## src/verilog/ecpp_pkg.sv

```systemverilog
// constants and types of the extended capabilities parallel port
`default_nettype none
package ecpp_pkg;
   localparam int          WORD_W     = 8;
   localparam int          FIFO_DEPTH = 16;
   localparam logic [10:0] OFS_DATA   = 11'h000;
   localparam logic [10:0] OFS_STAT   = 11'h001;
   localparam logic [10:0] OFS_CTRL   = 11'h002;
   localparam logic [10:0] OFS_FIFO   = 11'h400;
   localparam logic [10:0] OFS_CFGB   = 11'h401;
   localparam logic [10:0] OFS_ECR    = 11'h402;
   localparam logic [2:0]  MODE_SPP   = 3'h0;
   localparam logic [2:0]  MODE_PS2   = 3'h1;
   localparam logic [2:0]  MODE_COMPAT_FIFO_PORT = 3'h2;
   localparam logic [2:0]  MODE_ECP   = 3'h3;
   localparam logic [2:0]  MODE_TEST  = 3'h6;
   localparam logic [2:0]  MODE_CFG   = 3'h7;
   localparam logic [7:0]  CFGA_VALUE = 8'h10;
   localparam logic [7:0]  DATA_RESET = 8'h00;
   localparam logic [5:0]  CTRL_RESET = 6'h00;
   localparam logic [2:0]  MODE_RESET = 3'h0;
   localparam logic        MASK_RESET = 1'b1;
   localparam logic        DMA_RESET  = 1'b0;
   localparam logic        SERV_RESET = 1'b1;
   localparam int          CTRL_STB   = 0;
   localparam int          CTRL_AFD   = 1;
   localparam int          CTRL_INIT  = 2;
   localparam int          CTRL_SEL   = 3;
   localparam int          CTRL_DIR   = 5;

   typedef struct packed {
      logic              cmd;
      logic [WORD_W-1:0] data;
   } ecpp_word_t;

   typedef struct packed {
      logic peripheral_acknowledge;
      logic peripheral_clock_line;
      logic reverse_acknowledge_line;
      logic select;
      logic peripheral_request_line;
   } ecpp_pin_in_t;

   typedef struct packed {
      logic host_clock_line;
      logic host_acknowledge_line;
      logic reverse_request_line;
      logic mode_select_line;
   } ecpp_pin_out_t;

   typedef enum logic [1:0] {
      F_IDLE  = 2'b00,
      F_SETUP = 2'b01,
      F_STB   = 2'b10,
      F_HOLD  = 2'b11
   } ecpp_fwd_t;

   typedef enum logic [1:0] {
      R_IDLE = 2'b00,
      R_REQ  = 2'b01,
      R_ACK  = 2'b10
   } ecpp_rev_t;
endpackage
`default_nettype wire

```

## src/verilog/ecpp_top.sv

```systemverilog
// extended capabilities parallel port: shared fifo and port engines
// Operation
// RULE1 - port word is one byte wide
// RULE2 - one shared sixteen byte fifo for all
// RULE3 - status and control reachable in every mode
// RULE4 - no negotiation; dma burst both directions
// RULE5 - compat handshake runs from fifo automatically
// RULE6 - run-length byte repeats next byte, not data
// RULE7 - compression optional, not built here
// RULE8 - strobe falling edge latches forward byte
// RULE9 - peripheral drops ack when ready again
// RULE10 - peripheral ack marks reverse command or data
// RULE11 - peripheral clock low marks valid reverse data
// RULE12 - host ack requests each reverse byte
// RULE13 - forward host ack tells command or data
// RULE14 - reverse ack low answers reverse request
// RULE15 - drive data only while reverse ack allows
// RULE16 - reverse request low selects reverse direction
// RULE17 - peripheral drives bus only when permitted
// RULE18 - peripheral request raises error interrupt
// RULE19 - peripheral request is only a hint
// RULE20 - mode select held deasserted in ecp mode
// RULE21 - mode 011 is ecp, 000 compat
// RULE22 - modes 000 and 010 always drive out
// RULE23 - full and empty flags track fifo
`timescale 1ns/1ns
`default_nettype none

module ecpp_fifo #(
   parameter int WIDTH = 9,
   parameter int DEPTH = 16
) (
   input  wire logic                       clock_i,
   input  wire logic                       reset_i,
   input  wire logic                       flush_i,
   input  wire logic                       in_valid_i,
   output logic                            in_ready_o,
   input  wire logic [WIDTH-1:0]           in_data_i,
   output logic                            out_valid_o,
   input  wire logic                       out_ready_i,
   output logic [WIDTH-1:0]                out_data_o,
   output logic [$clog2(DEPTH+1)-1:0]      count_o
);
   localparam int AW = $clog2(DEPTH);
   localparam int CW = $clog2(DEPTH+1);
   logic [WIDTH-1:0] mem_q [DEPTH];
   logic [AW-1:0]    wr_q, wr_d, rd_q, rd_d;
   logic [CW-1:0]    cnt_q, cnt_d;
   logic             push, pop;

   assign in_ready_o  = cnt_q != CW'(DEPTH);
   assign out_valid_o = cnt_q != '0;
   assign out_data_o  = mem_q[rd_q];
   assign count_o     = cnt_q;
   assign push        = in_valid_i & in_ready_o & ~flush_i;
   assign pop         = out_valid_o & out_ready_i & ~flush_i;

   always_comb begin
      wr_d  = flush_i ? '0 : wr_q + AW'(push);
      rd_d  = flush_i ? '0 : rd_q + AW'(pop);
      cnt_d = flush_i ? '0 : cnt_q + CW'(push) - CW'(pop);
   end

   always_ff @(posedge clock_i) begin
      if (reset_i) begin
         wr_q  <= '0;
         rd_q  <= '0;
         cnt_q <= '0;
      end else begin
         wr_q  <= wr_d;
         rd_q  <= rd_d;
         cnt_q <= cnt_d;
      end
   end
   always_ff @(posedge clock_i) begin
      if (push) mem_q[wr_q] <= in_data_i;
   end
endmodule

module ecpp_top (
   input  wire logic                  clock_i,
   input  wire logic                  reset_i,
   input  wire logic [10:0]           io_addr_i,
   input  wire logic                  io_wr_i,
   input  wire logic                  io_rd_i,
   input  wire logic [7:0]            io_wdata_i,
   output logic [7:0]                 io_rdata_o,
   input  wire logic                  dma_ack_i,
   output logic                       dma_req_o,
   input  wire ecpp_pkg::ecpp_pin_in_t pins_i,
   input  wire logic [7:0]            port_data_bus_i,
   output logic [7:0]                 port_data_bus_o,
   output logic                       port_data_bus_oe_o,
   output ecpp_pkg::ecpp_pin_out_t    pins_o,
   output logic                       error_irq_o
);
   import ecpp_pkg::*;

   ecpp_pin_in_t   in1_q, in2_q;
   logic [7:0]     pd1_q, pd2_q;
   logic [7:0]     data_q, data_d, last_q, last_d, rdata_q, rdata_d;
   logic [5:0]     ctrl_q, ctrl_d;
   logic [2:0]     mode_q, mode_d;
   logic           mask_q, mask_d, transfer_dma_enable_q, transfer_dma_enable_d, serv_q, serv_d, irq_q, irq_d;
   ecpp_fwd_t      fs_q, fs_d;
   ecpp_word_t     out_q, out_d, cap_q, cap_d, f_out, f_in, h_word;
   logic           stb_q, stb_d;
   ecpp_rev_t      rs_q, rs_d;
   logic           hack_q, hack_d, pend_q, pend_d, rle_q, rle_d;
   logic [6:0]     rep_q, rep_d;
   logic [4:0]     f_cnt;
   logic           f_ready, f_valid, f_pop, r_push, h_push, h_pop, flush;
   logic           ecp_m, test_m, fifo_m, dir, fwd_act, rev_act, reg_wr, fifo_acc, serv_set;

   // two-stage synchronisers on every pin input
   always_ff @(posedge clock_i) begin
      if (reset_i) begin
         in1_q <= '1;
         in2_q <= '1;
         pd1_q <= 8'h00;
         pd2_q <= 8'h00;
      end else begin
         in1_q <= pins_i;
         in2_q <= in1_q;
         pd1_q <= port_data_bus_i;
         pd2_q <= pd1_q;
      end
   end

   assign ecp_m   = mode_q == MODE_ECP; // see RULE21
   assign test_m  = mode_q == MODE_TEST;
   assign fifo_m  = (mode_q == MODE_COMPAT_FIFO_PORT) | ecp_m | test_m;
   assign dir     = ctrl_q[CTRL_DIR] & (mode_q != MODE_SPP) & (mode_q != MODE_COMPAT_FIFO_PORT); // see RULE22
   assign fwd_act = (mode_q == MODE_COMPAT_FIFO_PORT) | (ecp_m & ~dir); // see RULE5
   assign rev_act = ecp_m & dir;
   assign flush   = (mode_q == MODE_SPP) | (mode_q == MODE_PS2);
   assign reg_wr  = io_wr_i & ~dma_ack_i;
   assign fifo_acc = dma_ack_i | ((io_addr_i == OFS_FIFO) & fifo_m);
   assign h_push  = io_wr_i & ((fifo_acc & (fwd_act | test_m))
                  | (~dma_ack_i & (io_addr_i == OFS_DATA) & ecp_m & ~dir));
   assign h_word  = '{cmd: ~dma_ack_i & (io_addr_i == OFS_DATA), data: io_wdata_i};
   assign h_pop   = io_rd_i & fifo_acc & (rev_act | test_m) & f_valid;
   assign f_in    = r_push ? cap_q : h_word;
   assign serv_set = transfer_dma_enable_q & ((fwd_act & ~f_valid) | (rev_act & ~f_ready));

   // single shared fifo, one byte plus command tag
   ecpp_fifo #(
      .WIDTH ($bits(ecpp_word_t)),
      .DEPTH (FIFO_DEPTH)
   ) u_fifo ( // see RULE1 see RULE2
      .clock_i     (clock_i),
      .reset_i     (reset_i),
      .flush_i     (flush),
      .in_valid_i  (h_push | r_push),
      .in_ready_o  (f_ready),
      .in_data_i   (f_in),
      .out_valid_o (f_valid),
      .out_ready_i (h_pop | f_pop),
      .out_data_o  (f_out),
      .count_o     (f_cnt)
   );

   // host registers
   always_comb begin
      logic [7:0] rd_val;
      rd_val  = 8'h00;
      data_d  = data_q;
      ctrl_d  = ctrl_q;
      mode_d  = mode_q;
      mask_d  = mask_q;
      transfer_dma_enable_d = transfer_dma_enable_q;
      serv_d  = serv_q;
      last_d  = last_q;
      rdata_d = rdata_q;
      if (reg_wr && io_addr_i == OFS_DATA && (mode_q == MODE_SPP || mode_q == MODE_PS2))
         data_d = io_wdata_i;
      if (reg_wr && io_addr_i == OFS_CTRL) ctrl_d = io_wdata_i[5:0]; // see RULE3
      if (reg_wr && io_addr_i == OFS_ECR) {mode_d, mask_d, transfer_dma_enable_d, serv_d} = io_wdata_i[7:2];
      if (serv_set) serv_d = 1'b1;
      if (h_pop || f_pop) last_d = f_out.data;
      if (fifo_acc && mode_q != MODE_CFG) begin
         rd_val = f_valid ? f_out.data : last_q;
      end else begin
         case (io_addr_i)
            OFS_DATA: rd_val = pd2_q;
            OFS_STAT: rd_val = {~in2_q.peripheral_acknowledge, in2_q.peripheral_clock_line,
                                in2_q.reverse_acknowledge_line, in2_q.select,
                                in2_q.peripheral_request_line, 3'h0}; // see RULE3
            OFS_CTRL: rd_val = {2'h0, ctrl_q};
            OFS_FIFO: rd_val = CFGA_VALUE;
            OFS_CFGB: rd_val = (mode_q == MODE_CFG) ? {1'b0, irq_q, 6'h00} : 8'h00; // see RULE7
            OFS_ECR:  rd_val = {mode_q, mask_q, transfer_dma_enable_q, serv_q, ~f_ready, ~f_valid}; // see RULE23
            default:  rd_val = 8'h00;
         endcase
      end
      if (io_rd_i) rdata_d = rd_val;
      irq_d = ecp_m & ~dir & ~mask_q & ~in2_q.peripheral_request_line; // see RULE18
   end

   always_ff @(posedge clock_i) begin
      if (reset_i) begin
         data_q  <= DATA_RESET;
         ctrl_q  <= CTRL_RESET;
         mode_q  <= MODE_RESET;
         mask_q  <= MASK_RESET;
         transfer_dma_enable_q <= DMA_RESET;
         serv_q  <= SERV_RESET;
         last_q  <= 8'h00;
         rdata_q <= 8'h00;
         irq_q   <= 1'b0;
      end else begin
         data_q  <= data_d;
         ctrl_q  <= ctrl_d;
         mode_q  <= mode_d;
         mask_q  <= mask_d;
         transfer_dma_enable_q <= transfer_dma_enable_d;
         serv_q  <= serv_d;
         last_q  <= last_d;
         rdata_q <= rdata_d;
         irq_q   <= irq_d;
      end
   end

   // forward engine
   always_comb begin
      fs_d  = fs_q;
      out_d = out_q;
      stb_d = stb_q;
      f_pop = 1'b0;
      unique case (fs_q)
         F_IDLE: if (fwd_act && f_valid) begin
            f_pop = 1'b1;
            out_d = f_out;
            fs_d  = F_SETUP;
         end
         F_SETUP: if (!in2_q.peripheral_acknowledge) begin
            stb_d = 1'b0; // see RULE8
            fs_d  = F_STB;
         end
         F_STB: if (in2_q.peripheral_acknowledge) begin
            stb_d = 1'b1;
            fs_d  = F_HOLD;
         end
         F_HOLD: if (!in2_q.peripheral_acknowledge) fs_d = F_IDLE; // see RULE9
      endcase
   end

   always_ff @(posedge clock_i) begin
      if (reset_i) begin
         fs_q  <= F_IDLE;
         out_q <= '0;
         stb_q <= 1'b1;
      end else begin
         fs_q  <= fs_d;
         out_q <= out_d;
         stb_q <= stb_d;
      end
   end
   // reverse engine with run-length expansion
   always_comb begin
      rs_d   = rs_q;
      hack_d = hack_q;
      cap_d  = cap_q;
      rep_d  = rep_q;
      pend_d = pend_q;
      rle_d  = rle_q;
      r_push = 1'b0;
      unique case (rs_q)
         R_IDLE: begin
            hack_d = 1'b1;
            if (rev_act && !in2_q.reverse_acknowledge_line) begin // see RULE14
               hack_d = 1'b0; // see RULE12
               rs_d   = R_REQ;
            end
         end
         R_REQ: if (!in2_q.peripheral_clock_line) begin // see RULE11
            cap_d  = '{cmd: ~in2_q.peripheral_acknowledge, data: pd2_q}; // see RULE10
            hack_d = 1'b1;
            rs_d   = R_ACK;
            if (!in2_q.peripheral_acknowledge && !pd2_q[7]) begin
               rep_d = pd2_q[6:0]; // see RULE6
               rle_d = 1'b1;
            end else begin
               pend_d = 1'b1;
            end
         end
         R_ACK: begin
            r_push = pend_q;
            if (pend_q && f_ready && rle_q && rep_q != 7'h00) begin
               rep_d = rep_q - 7'h01; // see RULE6
            end else if (pend_q && f_ready) begin
               pend_d = 1'b0;
               rle_d  = 1'b0;
            end else if (!pend_q && in2_q.peripheral_clock_line) begin
               hack_d = ~rev_act;
               rs_d   = rev_act ? R_REQ : R_IDLE;
            end
         end
      endcase
   end

   always_ff @(posedge clock_i) begin
      if (reset_i) begin
         rs_q   <= R_IDLE;
         hack_q <= 1'b1;
         cap_q  <= '0;
         rep_q  <= 7'h00;
         pend_q <= 1'b0;
         rle_q  <= 1'b0;
      end else begin
         rs_q   <= rs_d;
         hack_q <= hack_d;
         cap_q  <= cap_d;
         rep_q  <= rep_d;
         pend_q <= pend_d;
         rle_q  <= rle_d;
      end
   end

   // pins and dma request
   always_comb begin
      pins_o.host_clock_line       = fwd_act ? stb_q : ~ctrl_q[CTRL_STB];
      pins_o.host_acknowledge_line = ecp_m ? (dir ? hack_q : ~out_q.cmd) : ~ctrl_q[CTRL_AFD]; // see RULE13
      pins_o.reverse_request_line  = ecp_m ? ~dir : ctrl_q[CTRL_INIT]; // see RULE16
      pins_o.mode_select_line      = ecp_m ? 1'b1 : ~ctrl_q[CTRL_SEL]; // see RULE20
      port_data_bus_o    = fwd_act ? out_q.data : (test_m ? last_q : data_q);
      port_data_bus_oe_o = ~dir & ~(ecp_m & ~in2_q.reverse_acknowledge_line); // see RULE15 see RULE17
      dma_req_o  = transfer_dma_enable_q & ~serv_q & (fwd_act ? f_ready : (rev_act & f_valid)); // see RULE4
   end
   assign io_rdata_o  = rdata_q;
   assign error_irq_o = irq_q;
   a_mode_select_high: assert property (@(posedge clock_i) disable iff (reset_i)
      ecp_m |-> pins_o.mode_select_line) else $error("mode select low in ecp"); // see RULE20
   a_dir_forced_out: assert property (@(posedge clock_i) disable iff (reset_i)
      (mode_q == MODE_SPP || mode_q == MODE_COMPAT_FIFO_PORT) |-> port_data_bus_oe_o)
      else $error("data not driven in forced-out mode"); // see RULE22
   a_bus_permit: assert property (@(posedge clock_i) disable iff (reset_i)
      (ecp_m && port_data_bus_oe_o) |-> in2_q.reverse_acknowledge_line)
      else $error("bus driven without permission"); // see RULE15
   a_rev_request: assert property (@(posedge clock_i) disable iff (reset_i)
      rev_act |-> !pins_o.reverse_request_line) else $error("reverse request not low"); // see RULE16
   a_strobe_after_ready: assert property (@(posedge clock_i) disable iff (reset_i)
      (fs_q == F_SETUP && !in2_q.peripheral_acknowledge) |=> !stb_q ##1 !stb_q || $rose(stb_q))
      else $error("strobe not asserted on ready"); // see RULE8
   a_flags_track: assert property (@(posedge clock_i) disable iff (reset_i)
      (f_cnt == 5'h10) == !f_ready && (f_cnt == 5'h00) == !f_valid)
      else $error("fifo flags disagree with count"); // see RULE23
   a_rle_not_data: assert property (@(posedge clock_i) disable iff (reset_i)
      (rs_q == R_REQ && !in2_q.peripheral_clock_line && !in2_q.peripheral_acknowledge
       && !pd2_q[7]) |=> rle_q && !pend_q && rep_q == $past(pd2_q[6:0]))
      else $error("run-length byte treated as data"); // see RULE6
   a_error_irq: assert property (@(posedge clock_i) disable iff (reset_i)
      (ecp_m && !dir && !mask_q && !in2_q.peripheral_request_line) |=> error_irq_o)
      else $error("error interrupt missing"); // see RULE18
   a_fwd_cmd_tag: assert property (@(posedge clock_i) disable iff (reset_i)
      (ecp_m && !dir && fs_q == F_STB) |-> pins_o.host_acknowledge_line == !out_q.cmd)
      else $error("host ack does not tag command"); // see RULE13
   a_rev_req_ack: assert property (@(posedge clock_i) disable iff (reset_i)
      (rev_act && rs_q == R_REQ) |-> !pins_o.host_acknowledge_line)
      else $error("reverse byte not requested"); // see RULE12
   a_dma_gate: assert property (@(posedge clock_i) disable iff (reset_i)
      dma_req_o |-> transfer_dma_enable_q && !serv_q && (fwd_act || rev_act))
      else $error("dma request without enable"); // see RULE4
endmodule
`default_nettype wire

```

## config.mk

```make
export PLATFORM = sky130hd
export DESIGN_NAME = ecpp_top
export DESIGN_NICKNAME = d
export VERILOG_FILES = /design/src/verilog/ecpp_pkg.sv /design/src/verilog/ecpp_top.sv
export SDC_FILE = /design/constraint.sdc
export NUM_CORES = 1
export LEC_CHECK = 0
export ABC_AREA = 1
export ABC_CLOCK_PERIOD_IN_PS = 3600
export BUFFER_PORTS_ARGS = -buffer_cell sky130_fd_sc_hd__buf_4
export CAP_MARGIN = 25
export CORE_AREA = 2 2 107 187
export DETAILED_ROUTE_END_ITERATION = 6
export DIE_AREA = 0 0 109 189
export HOLD_SLACK_MARGIN = 0.1
export PLACE_DENSITY = 0.86
export SLEW_MARGIN = 10
export SYNTH_ARGS = -nofsm -noshare
export SYNTH_HDL_FRONTEND = slang
export SYNTH_SLANG_ARGS = --single-unit
```

## constraint.sdc

```tcl
create_clock -name clock_i -period 3.6 [get_ports clock_i]
set_input_delay 0.72 -clock clock_i [delete_from_list [all_inputs] [get_ports clock_i]]
set_output_delay 0.72 -clock clock_i [all_outputs]
set_load 0.02 [all_outputs]
```

# [Yosys cells after proc, flatten, opt, wreduce, memory -nomap -nowiden]
# Memory sizes are Yosys's and may differ from the RTL's. A register that Yosys moved wholly into a read port is not among the register bits.
# Cells that the tools add are included.
[word_totals] reg_bits=109 mem_bits_rw=144 inputBits=37 output_inout_bits=23 elab_cells=218 n_memories=1
[op_classes] addsub=5 n_eq_ne=31 mux=52 n_bitwise=56 reduce_logical=38
[mem_list] name="u_fifo.mem_q" words=16 word_bits=9 read_ports=1 rd_ports_with_merged_regs=1 wr=1 line_no="ecpp_top.sv:46" source="logic [WIDTH-1:0] mem_q [DEPTH];"
[op_table] op="8-bit case mux with 6 select lines" n=1
[op_table] op="11-bit == test, second input constant" n=3
[op_table] op="8-bit two-way mux" n=4
[op_table] op="1-bit AND" n=28
[op_table] op="7-bit two-way mux" n=4
[op_table] op="2-bit != test, second input constant" n=13
[op_table] op="1-bit two-way mux" n=25
[op_table] op="2-bit two-way mux" n=9
[op_table] op="1-bit NOT" n=17
[op_table] op="5-bit AND reduction" n=3
[op_table] op="7-bit case mux with 2 select lines" n=1
[op_table] op="1-bit logical AND" n=12
[op_table] op="4-bit AND reduction" n=3
[op_table] op="11-bit by 1-bit == test with 1-bit output, second input constant" n=1
[op_table] op="11-bit by 2-bit == test with 1-bit output, second input constant" n=1
[op_table] op="11-bit logical NOT" n=1
[op_table] op="1-bit bitwise OR" n=11
[op_table] op="9-bit two-way mux" n=1
[op_table] op="4-bit by 1-bit adder with 4-bit output" n=2
[op_table] op="2-bit case mux with 4 select lines" n=1
[op_table] op="7-bit nonzero test" n=1
[op_table] op="7-bit by 1-bit subtractor with 7-bit output, second input constant" n=1
[op_table] op="2-bit == test, second input constant" n=3
[op_table] op="3-bit by 2-bit == test with 1-bit output, second input constant" n=2
[op_table] op="22 further kinds" n=34

# [Logic depth before layout (Yosys ltp)]
# Gate-level depths: netlist (run 1).
[logic_depth] depth_word=15 depth_mapped=22 mapped_depth_nobuf=20

# [Hierarchy]
# From an unflattened synthesis (run 1), not the netlist that was laid out.
[unflattened] cells_unflattened=1375 hier_area_um2=11898.9
[by_module_without_submodules] mod="ecpp_fifo" n_inst=1 cells_each=694 area_each_um2=6972.9 seq_area_each_um2=4584.4
[by_module_without_submodules] mod="ecpp_top" n_inst=1 cells_each=681 area_each_um2=4926.0 seq_area_each_um2=1921.8

# [Least setup slack after synthesis (run 1)]
# OpenSTA, ideal clock, no wires.
[synth_path] path_type="input-to-reg" startpoint="in io_addr_i[5]" endpoint="reg u_fifo.cnt_q[4], in the netlist u_fifo.count_o[4]" setup_ns=0.080 arrival_ns=2.873 required_ns=3.520 path_slack_ns=0.647 path_stages=19 path_buffers=1 path_cell_list="nor2_2 > nand2_2 > nor2_4 > buf_6 > nand3_4 > nand2_4 > nand4_4 > nand2_2 > ha_1 > inv_1 > ha_1 > inv_1 > fa_1 > inv_1 > nand2_1 > a21oi_1 > nor2_1 > nand2_1 > nor3b_1"
[synth_via] elab_chain_len=11 elab_cells_between_ends=21 classes_between="add/sub: 2; eq/ne: 1; bitwise: 17; reduce/logical: 1"
[synth_rtl] item="start, declared" line_no="ecpp_top.sv:83" source="input wire logic [10:0] io_addr_i,"
[synth_rtl] item="11-bit == test / 11-bit logical NOT (equally long branches)" line_no="ecpp_top.sv:138, ecpp_top.sv:140"
[synth_rtl] item="1-bit AND (on tied branches)" line_no="ecpp_top.sv:138, ecpp_top.sv:140"
[synth_rtl] item="1-bit bitwise OR / 1-bit AND (equally long branches)" line_no="ecpp_top.sv:138, ecpp_top.sv:140"
[synth_rtl] item="1-bit AND (on tied branches)" line_no="ecpp_top.sv:139, ecpp_top.sv:140"
[synth_rtl] item="1-bit bitwise OR" line_no="ecpp_top.sv:140" source="| (~dma_ack_i & (io_addr_i == OFS_DATA) & ecp_m & ~dir));"
[synth_rtl] item="1-bit AND" line_no="ecpp_top.sv:139" source="assign h_push = io_wr_i & ((fifo_acc & (fwd_act | test_m))"
[synth_rtl] item="1-bit bitwise OR" line_no="ecpp_top.sv:154" source=".in_valid_i (h_push | r_push),"
[synth_rtl] item="1-bit AND (2 in series)" line_no="ecpp_top.sv:55" source="assign push = in_valid_i & in_ready_o & ~flush_i;"
[synth_rtl] item="5-bit by 1-bit adder with 5-bit output" line_no="ecpp_top.sv:61" source="cnt_d = flush_i ? '0 : cnt_q + CW'(push) - CW'(pop);"
[synth_rtl] item="5-bit by 1-bit subtractor with 5-bit output *" line_no="ecpp_top.sv:61"
[synth_rtl] item="end signal, assigned" line_no="ecpp_top.sv:72" source="cnt_q <= cnt_d;"
[synth_rtl] item="end, declared" line_no="ecpp_top.sv:48" source="logic [CW-1:0] cnt_q, cnt_d;"
# Mark *: on every way between the ends. The rest lies on a longest branch, timed or not.
# A chain may end at the register's enable or synchronous reset.

# [Worst setup path in the final report (run 1)]
[layout_path] startpoint="reg u_fifo.cnt_q[2], in the netlist u_fifo.count_o[2]" endpoint="reg u_fifo.cnt_q[4], in the netlist u_fifo.count_o[4]"
[layout_via] elab_chain_len=8 elab_cells_between_ends=13 classes_between="add/sub: 2; eq/ne: 1; mux: 2; bitwise: 6; reduce/logical: 2"
[layout_rtl] item="parallel branches: the longest is 7 deep, another holds 5-bit by 1-bit adder with 5-bit output"
[layout_rtl] item="5-bit by 1-bit subtractor with 5-bit output *" line_no="ecpp_top.sv:61"
# Every way passes the cells marked *.

==> results.txt, run 1 <==
- Die span in x: 109 um
- Number of synthesized flops with an enable pin: 144
- After floorplanning, the core was divided into 67 placement rows.
- Count of state elements after synthesis: 253
- Number of global-route vias before repair: 8744
- Number of remaining DRC errors: 0
- Wires add up to 28500 um.
- Mean area per synthesized cell: 8.86 sq um
- Routability-driven placement finished with a final weighted congestion of 0.990.
* Synth Instances: 1296
* Number of hold-repair buffers added at the cts stage: 0
- Fill cells in the final layout number 1437.
- Prior to clock tree synthesis, the placed netlist has a worst setup slack of 0.270 ns.
- CTS tree: done
- IR analysis of the VDD net gives a maximum drop of 0.000523 V.
- Final net count: 1407
* Final-layout setup total negative slack: 0 ns
* Timing-limited maximum frequency: 308 MHz
- In this run the number of H-tree levels came out at 1.
- Post-CTS resize count: 0
* TritonCTS Buffers: 23
- CTS placed an instance of sky130_fd_sc_hd__clkbuf_16 at the clock tree root.
- Sequential area share after synthesis: 56.7%
- Transition time at the pin with the least slew margin: 0.825 ns
- After clock tree synthesis, the clock-pin slew on the worst setup and hold paths is 0.07 ns.
- The routed design could run at a clock period as short as 3.24 ns.
* Commonest register cell after synthesis: sky130_fd_sc_hd__edfxtp_1
- During placement, the flow inserted port buffers numbering 59.
- Yosys mapped the design onto 44 distinct sky130hd cell types.
- The number of antenna violations at the first check in global routing was 0.
- The number of antenna diodes in the final layout is 0.
* Max-cap violation count: 0
- For this configuration, the core starts out at a cell density of 60.3%.
- Data arrival time at the worst-slack endpoint: 3.67 ns
- Between clock sinks in the finished design, the worst skew comes to 0.0107 ns.
* Area of the die: 20600 sq um
- Final slew viol count: 0
- Startpoint type of the worst setup path: register
* Required time of the critical path: 4.03 ns
- Of all nets on the critical path, the largest fanout is 26.
- The worst pin sits at a relative slew slack of 44.6%.
- Post-Syn Area: 11500 sq um
- Setup slack closes at 0.355 ns.
* Leftover overflow at the end of global routing: 0
- The Yosys step of the flow raised 0 warnings.
- Num ports: 60
- Run status: finished, final reports clean
- Clock tree sinks: 253
* RSZ-0062 raised after global routing: no
* Ratio of cells with drive above 1 in the final layout: 13.3%
- Global routing used 28.6% of the available tracks.
- Clock network latency to the later pin of the worst-skew pair: 0.51 ns
* Number of antenna-violating nets in the routed design: 0
* WL per Instance: 17.8 um
* First drt pass iteration count: 5
- In this run the post-CTS setup repair buffer count came out at 0.
- Share of flip-flops with an asynchronous set or reset: 0%
* First-pass GRT wire length: 45400 um
* Initial DRC Count: 593
- The worst setup path is captured at a register.
- The critical path is of the reg -> reg type.
- The HPWL after detailed placement is 20000 um.
* Leakage: 5.25 nW
- The clock passes through at most 3 buffers.
* Maximum number of pins on one net before global-route repair: 85
- Total number of vias: 8928
* Final number of setup-violating endpoints: 0
* Core Box Area: 19000 sq um
* Pwr Density: 506 nW/um^2
* Tcrit/Tclk final: 90.1%
* Path type of the worst min-delay path: in -> reg
- Number of endpoints with negative hold slack in the final report: 0
* Synth Net Count: 1354
* Vertical die dimension: 189 um
* Layout-stage area growth over the synthesis result: 12.8%
* Number of vias per cell: 5.56
[critical path: stages (launching register included)]
cell and delay (ns):
sky130_fd_sc_hd__dfxtp_1 0.34, sky130_fd_sc_hd__inv_1 0.06, sky130_fd_sc_hd__ha_1 0.20, sky130_fd_sc_hd__nand3_1 0.10, sky130_fd_sc_hd__nor2_2 0.05, sky130_fd_sc_hd__inv_2 0.26
sky130_fd_sc_hd__nand3_4 0.33, sky130_fd_sc_hd__nand2_2 0.26, sky130_fd_sc_hd__ha_1 0.26, sky130_fd_sc_hd__inv_1 0.06, sky130_fd_sc_hd__ha_1 0.17, sky130_fd_sc_hd__inv_1 0.06
sky130_fd_sc_hd__fa_1 0.39, sky130_fd_sc_hd__inv_1 0.09, sky130_fd_sc_hd__nand2_1 0.06, sky130_fd_sc_hd__a21oi_1 0.18, sky130_fd_sc_hd__nor2_1 0.08, sky130_fd_sc_hd__nand2_1 0.06
sky130_fd_sc_hd__nor3b_1 0.17
[Yosys cell counts (2+ instances only)]
cell / instances / area share (%)
sky130_fd_sc_hd__nand2_1: 202 / 6.6
sky130_fd_sc_hd__nor2_1: 192 / 6.3
sky130_fd_sc_hd__inv_1: 145 / 4.7
sky130_fd_sc_hd__edfxtp_1: 144 / 38
sky130_fd_sc_hd__nand3_1: 117 / 5.1
sky130_fd_sc_hd__o21ai_0: 113 / 4.9
sky130_fd_sc_hd__dfxtp_1: 109 / 19
sky130_fd_sc_hd__a21oi_1: 79 / 3.4
sky130_fd_sc_hd__clkbuf_1: 31 / 1.0
sky130_fd_sc_hd__buf_2: 20 / 0.87
sky130_fd_sc_hd__ha_1: 20 / 2.2
sky130_fd_sc_hd__o211ai_1: 18 / 1.2
sky130_fd_sc_hd__nor2_4: 11 / 1.1
sky130_fd_sc_hd__o21ai_1: 11 / 0.48
sky130_fd_sc_hd__or2_2: 11 / 0.60
sky130_fd_sc_hd__inv_2: 10 / 0.33
sky130_fd_sc_hd__nand2_2: 9 / 0.49
sky130_fd_sc_hd__nor2_2: 6 / 0.33
sky130_fd_sc_hd__nand4_1: 5 / 0.27
sky130_fd_sc_hd__nor3_1: 4 / 0.17
sky130_fd_sc_hd__xnor2_1: 4 / 0.31
sky130_fd_sc_hd__buf_1: 3 / 0.098
sky130_fd_sc_hd__buf_6: 3 / 0.29
sky130_fd_sc_hd__clkinv_1: 3 / 0.098
sky130_fd_sc_hd__nand2_4: 3 / 0.29
sky130_fd_sc_hd__nand3_4: 3 / 0.46
sky130_fd_sc_hd__o21bai_1: 2 / 0.13
sky130_fd_sc_hd__o22ai_1: 2 / 0.11
[cell families after synthesis]
family,after synthesis,share of synthesized area [%]
buffers and inverters,217,7.66
multiplexers,1,0.0981
AO/OA/AOI/OAI,231,10.7
adder cells (fa/ha/maj),21,2.35
AND/OR/NAND/NOR,568,22.1
XOR/XNOR,5,0.381
flip-flops,253,56.7
[stage by stage]
stage,power (W),util [%],hold slack [ns],instance area (sq um),std cells
3_5_place_dp,0.00405,63.9,0.393,12200,1565
3_3_place_gp,0.00402,63.9,0.389,12200,1565
5_1_grt,0.00682,68.1,0.380,13000,1606
4_1_cts,0.00659,68.1,0.386,12900,1606
2_1_floorplan,0.00384,-,0.388,11500,1296
6_report,0.00656,68.1,0.398,13000,1606
[power by group]
group          total, W  internal, W  leakage (nW)  switching [W]
Clock           0.00255      0.00150         0.376        0.00105
Combinational  0.000811     0.000291          2.65       0.000520
Sequential      0.00320      0.00314          2.22      0.0000598
[final timing paths]
kind / start / slack (ns) / depth (start not counted) / end
setup / recovery: u_fifo.count_o[2] / 0.36 / 18 / u_fifo.count_o[4]
hold / removal: pins_i[2] / 0.40 / 2 / in1_q[2]
setup reg to reg: u_fifo.count_o[2] / 0.36 / 18 / u_fifo.count_o[4]
hold reg to reg: pd1_q[6] / 0.41 / 2 / pd2_q[6]
[flip-flops by register name (all words and copies together), names as in the netlist, 5 cells and up]
register        count
u_fifo.mem_q      144
ctrl_q              6
last_q              8
in2_q               5
pd2_q               8
out_q               9
in1_q               5
rep_q               7
io_rdata_o          8
u_fifo.count_o      5
cap_q               9
pd1_q               8
data_q              8
[placed cells by master, fill, tap and decap left out, drive strengths merged]
cell	instances
nor2	209
or2	11
nand3	120
o21ai	124
nor3	5
xor2	1
mux2	1
edfxtp	144
inv	155
nand3b	1
clkbuf	27
a21oi	80
a211oi	1
buf	87
clkinvlp	4
nand4	6
dfxtp	109
a2111oi	1
clkinv	9
o31ai	1
nor3b	1
nor4	1
nand2	214
o21bai	2
o22ai	2
xnor2	4
o211ai	18
ha	20
fa	1
a22oi	1
o2111ai	1
bufinv	4
[area by class of cell]
cell class              instances  area [sq um]  share of cell area, %
clock buffers                  27           611                   4.71
repair buffers                 87           666                   5.14
multi-input cells             826          4100                   31.6
flip-flops and latches        253          6510                   50.2
inverters                     158           593                   4.58
well taps                     241           302                   2.33
clock inverters                14           178                   1.37
[per-layer routing]
layer | part of all wire (%) | vias up | global-route usage [%]
met1 | 35 | 4138 | 32.3
met2 | 52 | 309 | 49.9
met5 | 0 | - | 0
met4 | 7.9 | 0 | 18.9
met3 | 4.8 | 106 | 3.24
li1 | - | 4375 | -
Note: power is estimated with default switching activity, not from simulation.
==> run 2, diff against run 1 <==
REMOVE_ABC_BUFFERS = 1   (was unset)
==> run 2 against run 1 <==
Maximum frequency is 2.3% lower. Final area is 0.28% higher. Sequential cell count stayed put. Clock-buffer cell count is 5 lower. Die area stayed put. Total power is 0.11% higher. Cell count is 0.19% higher. Core utilization is 0.19 points higher. Setup slack worse by 0.077 ns. Global-route usage is 0.057 points higher. Critical path depth is 10 lower.
==> results.txt, run 2 (synthesized netlist as in run 1, its figures left out) <==
* Run status: finished, final reports clean
* Worst clock skew on the final layout: 0.0216 ns
* Timing-limited maximum frequency: 301 MHz
- Cell row count: 67
* Effective utilization at floorplan: 60.3%
- Total number of vias: 9130
- The path class of the tightest hold or removal check is in -> reg.
- The first detailed-routing pass ran for 7 iterations.
- Antenna violations before repair: 0
- Hold path depth: 2
* Leakage: 5.27 nW
- RSZ-0062 raised after global routing: no
- Clock tree synthesis found a total of 253 sinks.
- Hold Path Sink: in1_q[4]
- Non-Filler Cell Area, Final: 13000 sq um
- TritonCTS built the clock tree.
- Across every metal layer, demand over resource in global routing totals 28.7%.
- Number of antenna-violating nets in the routed design: 0
- Clock tree synthesis inserted a total of 21 buffers.
- WL per Instance: 18.0 um
* Quantity of I/O buffers inserted on ports: 59
* H-tree levels: 1
- Final number of setup-violating endpoints: 0
- Most frequent standard cell in the layout excluding fill and tap cells: sky130_fd_sc_hd__nand2_1
- Data arrival time at the worst-slack endpoint: 2.60 ns
* Number of hold-repair buffers added at the cts stage: 0
* Worst max-slew margin expressed relative to the limit: 38.0%
- Area of the die: 20600 sq um
- After legalization and detailed placement, the total HPWL measured 20200 um.
* Required time of the critical path: 2.88 ns
* Worst reg-to-reg setup slack: 0.74 ns
* Delay of the slowest cell on the worst path: 0.70 ns
* Antenna cell count: 0
- Summed over all layers, the global routing overflow is 0.
- Setup crit start: u_fifo.count_o[3]
- The clock period could shrink to 3.32 ns.
- After layout, the worst path uses 92.3% of the clock period.
- Number of remaining DRC errors: 0
* Layout-stage area growth over the synthesis result: 13.2%
- Number of setup buffers added after CTS: 0
- Hold timing on the final database bottoms out at a slack of 0.401 ns.
- Measured along the y axis, the die boundary spans 189 um.
- For this block, the routed nets add up to 28900 um of wire.
* Core Box Area: 19000 sq um
- The register with the most flip-flops in the final layout is u_fifo.mem_q.
- The register with the most flip-flops in the layout has 144 of them.
- Final weighted congestion of routability-driven global placement: 1.02
- The clock passes through at most 3 buffers.
- CTS placed an instance of sky130_fd_sc_hd__clkbuf_16 at the clock tree root.
- Grouping stages by cell kind, the critical path spends the most delay in compound AO/OA/AOI/OAI gates.
* Number of vias per cell: 5.67
- Worst-path fanout max: 14
* First-pass GRT wire length: 45400 um
- Start point of the worst hold path: pins_i[4]
- The worst setup path is launched from a register.
* Most frequent cells in the layout: sky130_fd_sc_hd__nand2_1, sky130_fd_sc_hd__nor2_1, sky130_fd_sc_hd__inv_1, sky130_fd_sc_hd__edfxtp_1, sky130_fd_sc_hd__nand3_1
- Across the run, the number of max-cap violations was 0.
- Number of global-route vias before repair: 8978
- Post-CTS resize count: 0
- After detailed placement, the total cell area comes to 12200 sq um.
- Cell type of the slowest stage on the worst timing path: sky130_fd_sc_hd__a2111oi_0
* Clock network latency to the later pin of the worst-skew pair: 0.50 ns
- The number of buffers and inverters on the critical path is 3.
- The net count of the finished layout is 1412.
* Reg2Reg Depth: 17
- The number of endpoints with negative hold slack in the final report came to 0.
- The worst register-to-register path begins at mode_q[1].
- Clock-pin slew reported for the worst setup and hold paths after clock tree synthesis: 0.07 ns
- The signal on the critical path passes through inv_1 > ha_1 > nand3_1 > nor2_2 > inv_2 > a21oi_1 > a2111oi_0 > buf_4.
* Num ports: 60
- In this run the horizontal extent of the chip is 109 um.
- The critical path is of the reg -> out type.
- After the first detailed-routing iteration, the DRC count stood at 931.
- The number of pins with negative max-slew slack in the final report is 0.
* Pwr Density: 505 nW/um^2
- Entering global routing, the biggest net connects 52 pins.
* Reg-to-Reg End: u_fifo.count_o[4]
* Sort of element at the end of the critical path: primary output
- IR analysis of the VDD net gives a maximum drop of 0.000427 V.
- Ratio of cells with drive above 1 in the final layout: 13.7%
- Once layout is complete, the utilization of the core stands at 68.3%.
- Transition time at the pin with the least slew margin: 0.930 ns
- Registers with the most flip-flops: u_fifo.mem_q (144), cap_q (9), out_q (9)
==> run 2: layout make-up <==
cell class,count,area (sq um)
inverter,158,593
sequential,253,6510
fill,1387,6040
multi-input combinational,826,4100
tap,241,302
timing repair buffer,94,718
clock inverter,15,234
clock buffer,22,539
==> run 2: worst register-to-register path, cell delays in order, from the launching register on <==
cell	delay (ns)
sky130_fd_sc_hd__dfxtp_1	0.49
sky130_fd_sc_hd__nand2_2	0.15
sky130_fd_sc_hd__nor2_4	0.13
sky130_fd_sc_hd__nand2_1	0.15
sky130_fd_sc_hd__nand2_1	0.14
sky130_fd_sc_hd__nand4_4	0.18
sky130_fd_sc_hd__nand2_2	0.12
sky130_fd_sc_hd__ha_1	0.23
sky130_fd_sc_hd__inv_1	0.07
sky130_fd_sc_hd__ha_1	0.16
sky130_fd_sc_hd__inv_1	0.05
sky130_fd_sc_hd__fa_1	0.39
sky130_fd_sc_hd__inv_1	0.08
sky130_fd_sc_hd__nand2_1	0.06
sky130_fd_sc_hd__a21oi_1	0.12
sky130_fd_sc_hd__nor2_1	0.07
sky130_fd_sc_hd__nand2_1	0.05
sky130_fd_sc_hd__nor3b_1	0.15
==> run 2: worst max-delay path by stage <==
stage	end	cells after the start
floorplan	io_rdata_o[7]	11
global placement	u_fifo.count_o[4]	19
detailed placement	u_fifo.count_o[4]	19
CTS	dma_req_o	8
global route	dma_req_o	8
finish	dma_req_o	8
==> run 2: power by group <==
part	internal, W	switching (W)
logic	0.000292	0.000526
registers	0.00313	0.0000629
clock network	0.00152	0.00103
==> run 2: routing by layer <==
metal	GRT usage, %	wire [um]	vias up
met4	20.6	2470	0
met5	0	0	-
met3	3.27	1680	111
li1	-	-	4386
met1	30.3	9560	4222
met2	51.3	15200	411
==> run 2: through the flow <==
step / power [W] / worst slack [ns] / TNS [ns] / cells
after floorplan: 0.00381 / -0.357 / -8.04 / 1237
after global placement: 0.00402 / 0.293 / 0 / 1572
after detailed placement: 0.00407 / 0.226 / 0 / 1572
after CTS: 0.00656 / 0.273 / 0 / 1609
after global routing: 0.00679 / 0.0821 / 0 / 1609
final: 0.00657 / 0.278 / 0 / 1609
==> run 3, diff against run 2 <==
CORE_AREA = 2 2 109 190   (was 2 2 107 187)
DIE_AREA = 0 0 111 192   (was 0 0 109 189)
SLEW_MARGIN = unset   (was 10)
SYNTH_HIERARCHICAL = 1   (was unset)
==> run 3 against run 2 <==
Core utilization shrank 0.94 points. Cell count rose by 5.2%. Routed wire length rose by 1.2%.
==> results.txt, run 3 <==
- Mean area per synthesized cell: 8.65 sq um
- Flip-flop count of the largest register, all copies and words added: 144
- Post-CTS resize count: 0
* Delay of the slowest cell on the worst path: 0.53 ns
* Tcrit/Tclk final: 85.7%
* Num ports: 60
- Leftover overflow at the end of global routing: 0
- Synth Instances: 1375
- Cell-by-cell trace of the critical path: nand3_4 > nand2_1 > nand3_2 > nand2_2 > nand2_1 > o21ai_0 > nand2_1 > nand2_1 > nand3_1 > ha_1 > inv_1 > ha_1 > fa_1 > nand2_1 > a21oi_1 > nor2_1 > nand2_1 > nand2_1 > nor2_1
- Quantity of I/O buffers inserted on ports: 59
- Yosys printed 6 warnings.
* Fraction of post-synthesis cell area in the top cell type by area: 36.3%
- Number of setup buffers added after CTS: 0
- Post-Syn Area: 11900 sq um
- Path type of the worst min-delay path: in -> reg
- FF+latch area: 6510 sq um
- Setup repair after global routing left no endpoint under its margin.
- Cell row count: 68
- The number of antenna diodes in the final layout is 0.
* Total number of vias: 9492
* Maximum number of pins on one net before global-route repair: 73
- VDD IR-drop max: 0.000462 V
- After detailed routing, the total wire length is 29200 um.
- Number of endpoints with negative hold slack in the final report: 0
- Worst Path Class, Setup: reg -> reg
- Max-cap violation count: 0
- CTS tree: done
- The pre-antenna-repair detailed-routing pass consisted of 6 iterations.
- In this run, synthesis inferred 144 flip-flops with an integrated enable.
* Startpoint type of the worst setup path: register
- Pwr Density: 459 nW/um^2
- Commonest register cell after synthesis: sky130_fd_sc_hd__edfxtp_1
- Number of remaining DRC errors: 0
- The largest registers in the layout are u_fifo/mem_q (144), cap_q (9), out_q (9).
- Total chip power: 0.00608 W
* Final net count: 1489
- Number of vias per cell: 5.61
- Ratio of cells with drive above 1 in the final layout: 12.4%
- The worst setup path is captured at a register.
- Summing the sequential cell areas from Yosys gives 54.7% of the chip area.
* First-pass GRT wire length: 45900 um
- H-tree levels: 1
* Final slew viol count: 0
* Run status: finished, final reports clean
- Of all nets on the critical path, the largest fanout is 19.
- The tree is rooted in a sky130_fd_sc_hd__clkbuf_16.
- Final weighted congestion of routability-driven global placement: 0.967
* Clock tree sinks: 253
* Half-perimeter wire length after detailed placement: 20100 um
- Leakage: 5.77 nW
* Clock network latency to the later pin of the worst-skew pair: 0.51 ns
- Required time of the critical path: 4.00 ns
- Worst clock skew on the final layout: 0.0165 ns
* Final number of setup-violating endpoints: 0
- Summing all multi-input logic gate instances after layout gives 4120 sq um.
- Area of the die: 21300 sq um
- Most frequent standard cell in the layout excluding fill and tap cells: sky130_fd_sc_hd__nand2_1
* Cell types with the largest area share after synthesis: sky130_fd_sc_hd__edfxtp_1, sky130_fd_sc_hd__dfxtp_1, sky130_fd_sc_hd__nand2_1
- Effective utilization at floorplan: 60.5%
- Dominant cell by count in the synthesized netlist: sky130_fd_sc_hd__nand2_1
- The clock period could shrink to 3.09 ns.
* Clock-pin slew reported for the worst setup and hold paths after clock tree synthesis: 0.07 ns
* Cell type of the slowest stage on the worst timing path: sky130_fd_sc_hd__dfxtp_1
- Layout-stage area growth over the synthesis result: 11.2%
- Number of hold-repair buffers added at the cts stage: 0
- The first routing iteration left 831 violations.
- Worst max-slew margin expressed relative to the limit: 48.2%
- The die is 192 um tall.
- Fill cell instance count of the final layout: 1444
- The number of antenna violations at the first check in global routing was 0.
- Gr usage total: 27.2%
* Biggest area consumer among synthesized cells: sky130_fd_sc_hd__edfxtp_1
- Dividing the detail-routed wire length by the instance count gives 17.3 um.
- Reg with most FFs: u_fifo/mem_q
* Number of antenna-violating nets in the routed design: 0
- Number of global-route vias before repair: 9295
- Data arrival time at the worst-slack endpoint: 3.49 ns
* Share of flip-flops with an asynchronous set or reset: 0%
- The longest clock path from root to sink contains 3 buffers.
- From left edge to right edge, the die measures 111 um.
- The most numerous cell type found on the critical path is sky130_fd_sc_hd__nand2_1.
- Core Box Area: 19700 sq um
* TritonCTS Buffers: 22
* Timing-limited maximum frequency: 324 MHz
* Most frequent cells in the layout: sky130_fd_sc_hd__nand2_1, sky130_fd_sc_hd__inv_1, sky130_fd_sc_hd__nand3_1, sky130_fd_sc_hd__edfxtp_1, sky130_fd_sc_hd__dfxtp_1
- Transition time at the pin with the least slew margin: 0.774 ns
* Final-layout setup total negative slack: 0 ns
- Most frequent cells after synthesis: sky130_fd_sc_hd__nand2_1, sky130_fd_sc_hd__inv_1, sky130_fd_sc_hd__nand3_1
- Count of state elements after synthesis: 253
- Unique masters post-synth: 46
==> run 3: changes by cell type after synthesis, sizes merged, moves of 8 or more <==
cell / delta
clkbuf: -18
buf: +19
nand3: +57
a211oi: +8
o211ai: -11
o21ai: -47
nor2: -95
nand2: +97
inv: +77
a21oi: -14
==> run 3: area by class of cell <==
cell class	count	area share, %
Clock inverter	13	0.785
Multi-Input combinational cell	826	31.1
Tap cell	245	2.32
Inverter	236	6.75
Sequential cell	253	49.2
Clock buffer	27	4.38
Timing Repair Buffer	92	5.47
==> run 3: critical path: cells and delay by family, from the launching register on <==
family	cells	cell delay, ns
compound gates	2	0.13
flops	1	0.53
buf+inv	1	0.04
simple gates	13	1.37
fa+ha+maj	3	0.90
==> run 3: worst paths after layout <==
check / from / slack (ns) / end / cells after the start
worst max-delay path: mode_q[1] / 0.51 / u_fifo/count_o[4] / 19
worst min-delay path: pins_i[0] / 0.39 / in1_q[0] / 2
worst max register to register: mode_q[1] / 0.51 / u_fifo/count_o[4] / 19
worst min register to register: pd1_q[1] / 0.40 / pd2_q[1] / 2
==> run 3: kinds of logic (layout without fill, tap and decap cells) <==
| family | count (synthesis) | count (layout) | synth area share [%] |
|---|---|---|---|
| AO/OA/AOI/OAI | 165 | 165 | 7.86 |
| flip-flops | 253 | 253 | 54.7 |
| XOR/XNOR | 5 | 5 | 0.368 |
| AND/OR/NAND/NOR | 628 | 628 | 23.5 |
| multiplexers | 7 | 7 | 0.662 |
| adder cells (fa/ha/maj) | 21 | 21 | 2.27 |
| buffers and inverters | 296 | 368 | 10.7 |
==> run 3: metal layers <==
| metal | vias up | wire (um) | track usage (%) |
|---|---|---|---|
| li1 | 4538 | - | - |
| met1 | 4385 | 9780 | 28.2 |
| met3 | 133 | 1770 | 2.62 |
| met2 | 436 | 15200 | 50.2 |
| met5 | - | 0 | 0 |
| met4 | 0 | 2490 | 21.1 |
==> run 3: per-stage QoR <==
step | instances | hold WS, ns | cell area (sq um) | setup WS [ns] | utilization [%]
after global routing | 1692 | 0.391 | 13200 | 0.271 | 67.3
final | 1692 | 0.394 | 13200 | 0.514 | 67.3
after detailed placement | 1651 | 0.394 | 12500 | 0.255 | 63.7
after CTS | 1691 | 0.388 | 13200 | 0.579 | 67.2
after global placement | 1651 | 0.389 | 12500 | 0.349 | 63.7
after floorplan | 1315 | 0.388 | 11500 | 0.524 | -
==> run 3: power by group <==
part | internal (W) | leakage (nW) | total [W] | switching, W
clock | 0.00122 | 0.325 | 0.00223 | 0.00101
sequential | 0.00313 | 2.21 | 0.00318 | 0.0000467
combinational | 0.000240 | 3.23 | 0.000666 | 0.000426
total | 0.00459 | 5.77 | 0.00608 | 0.00148
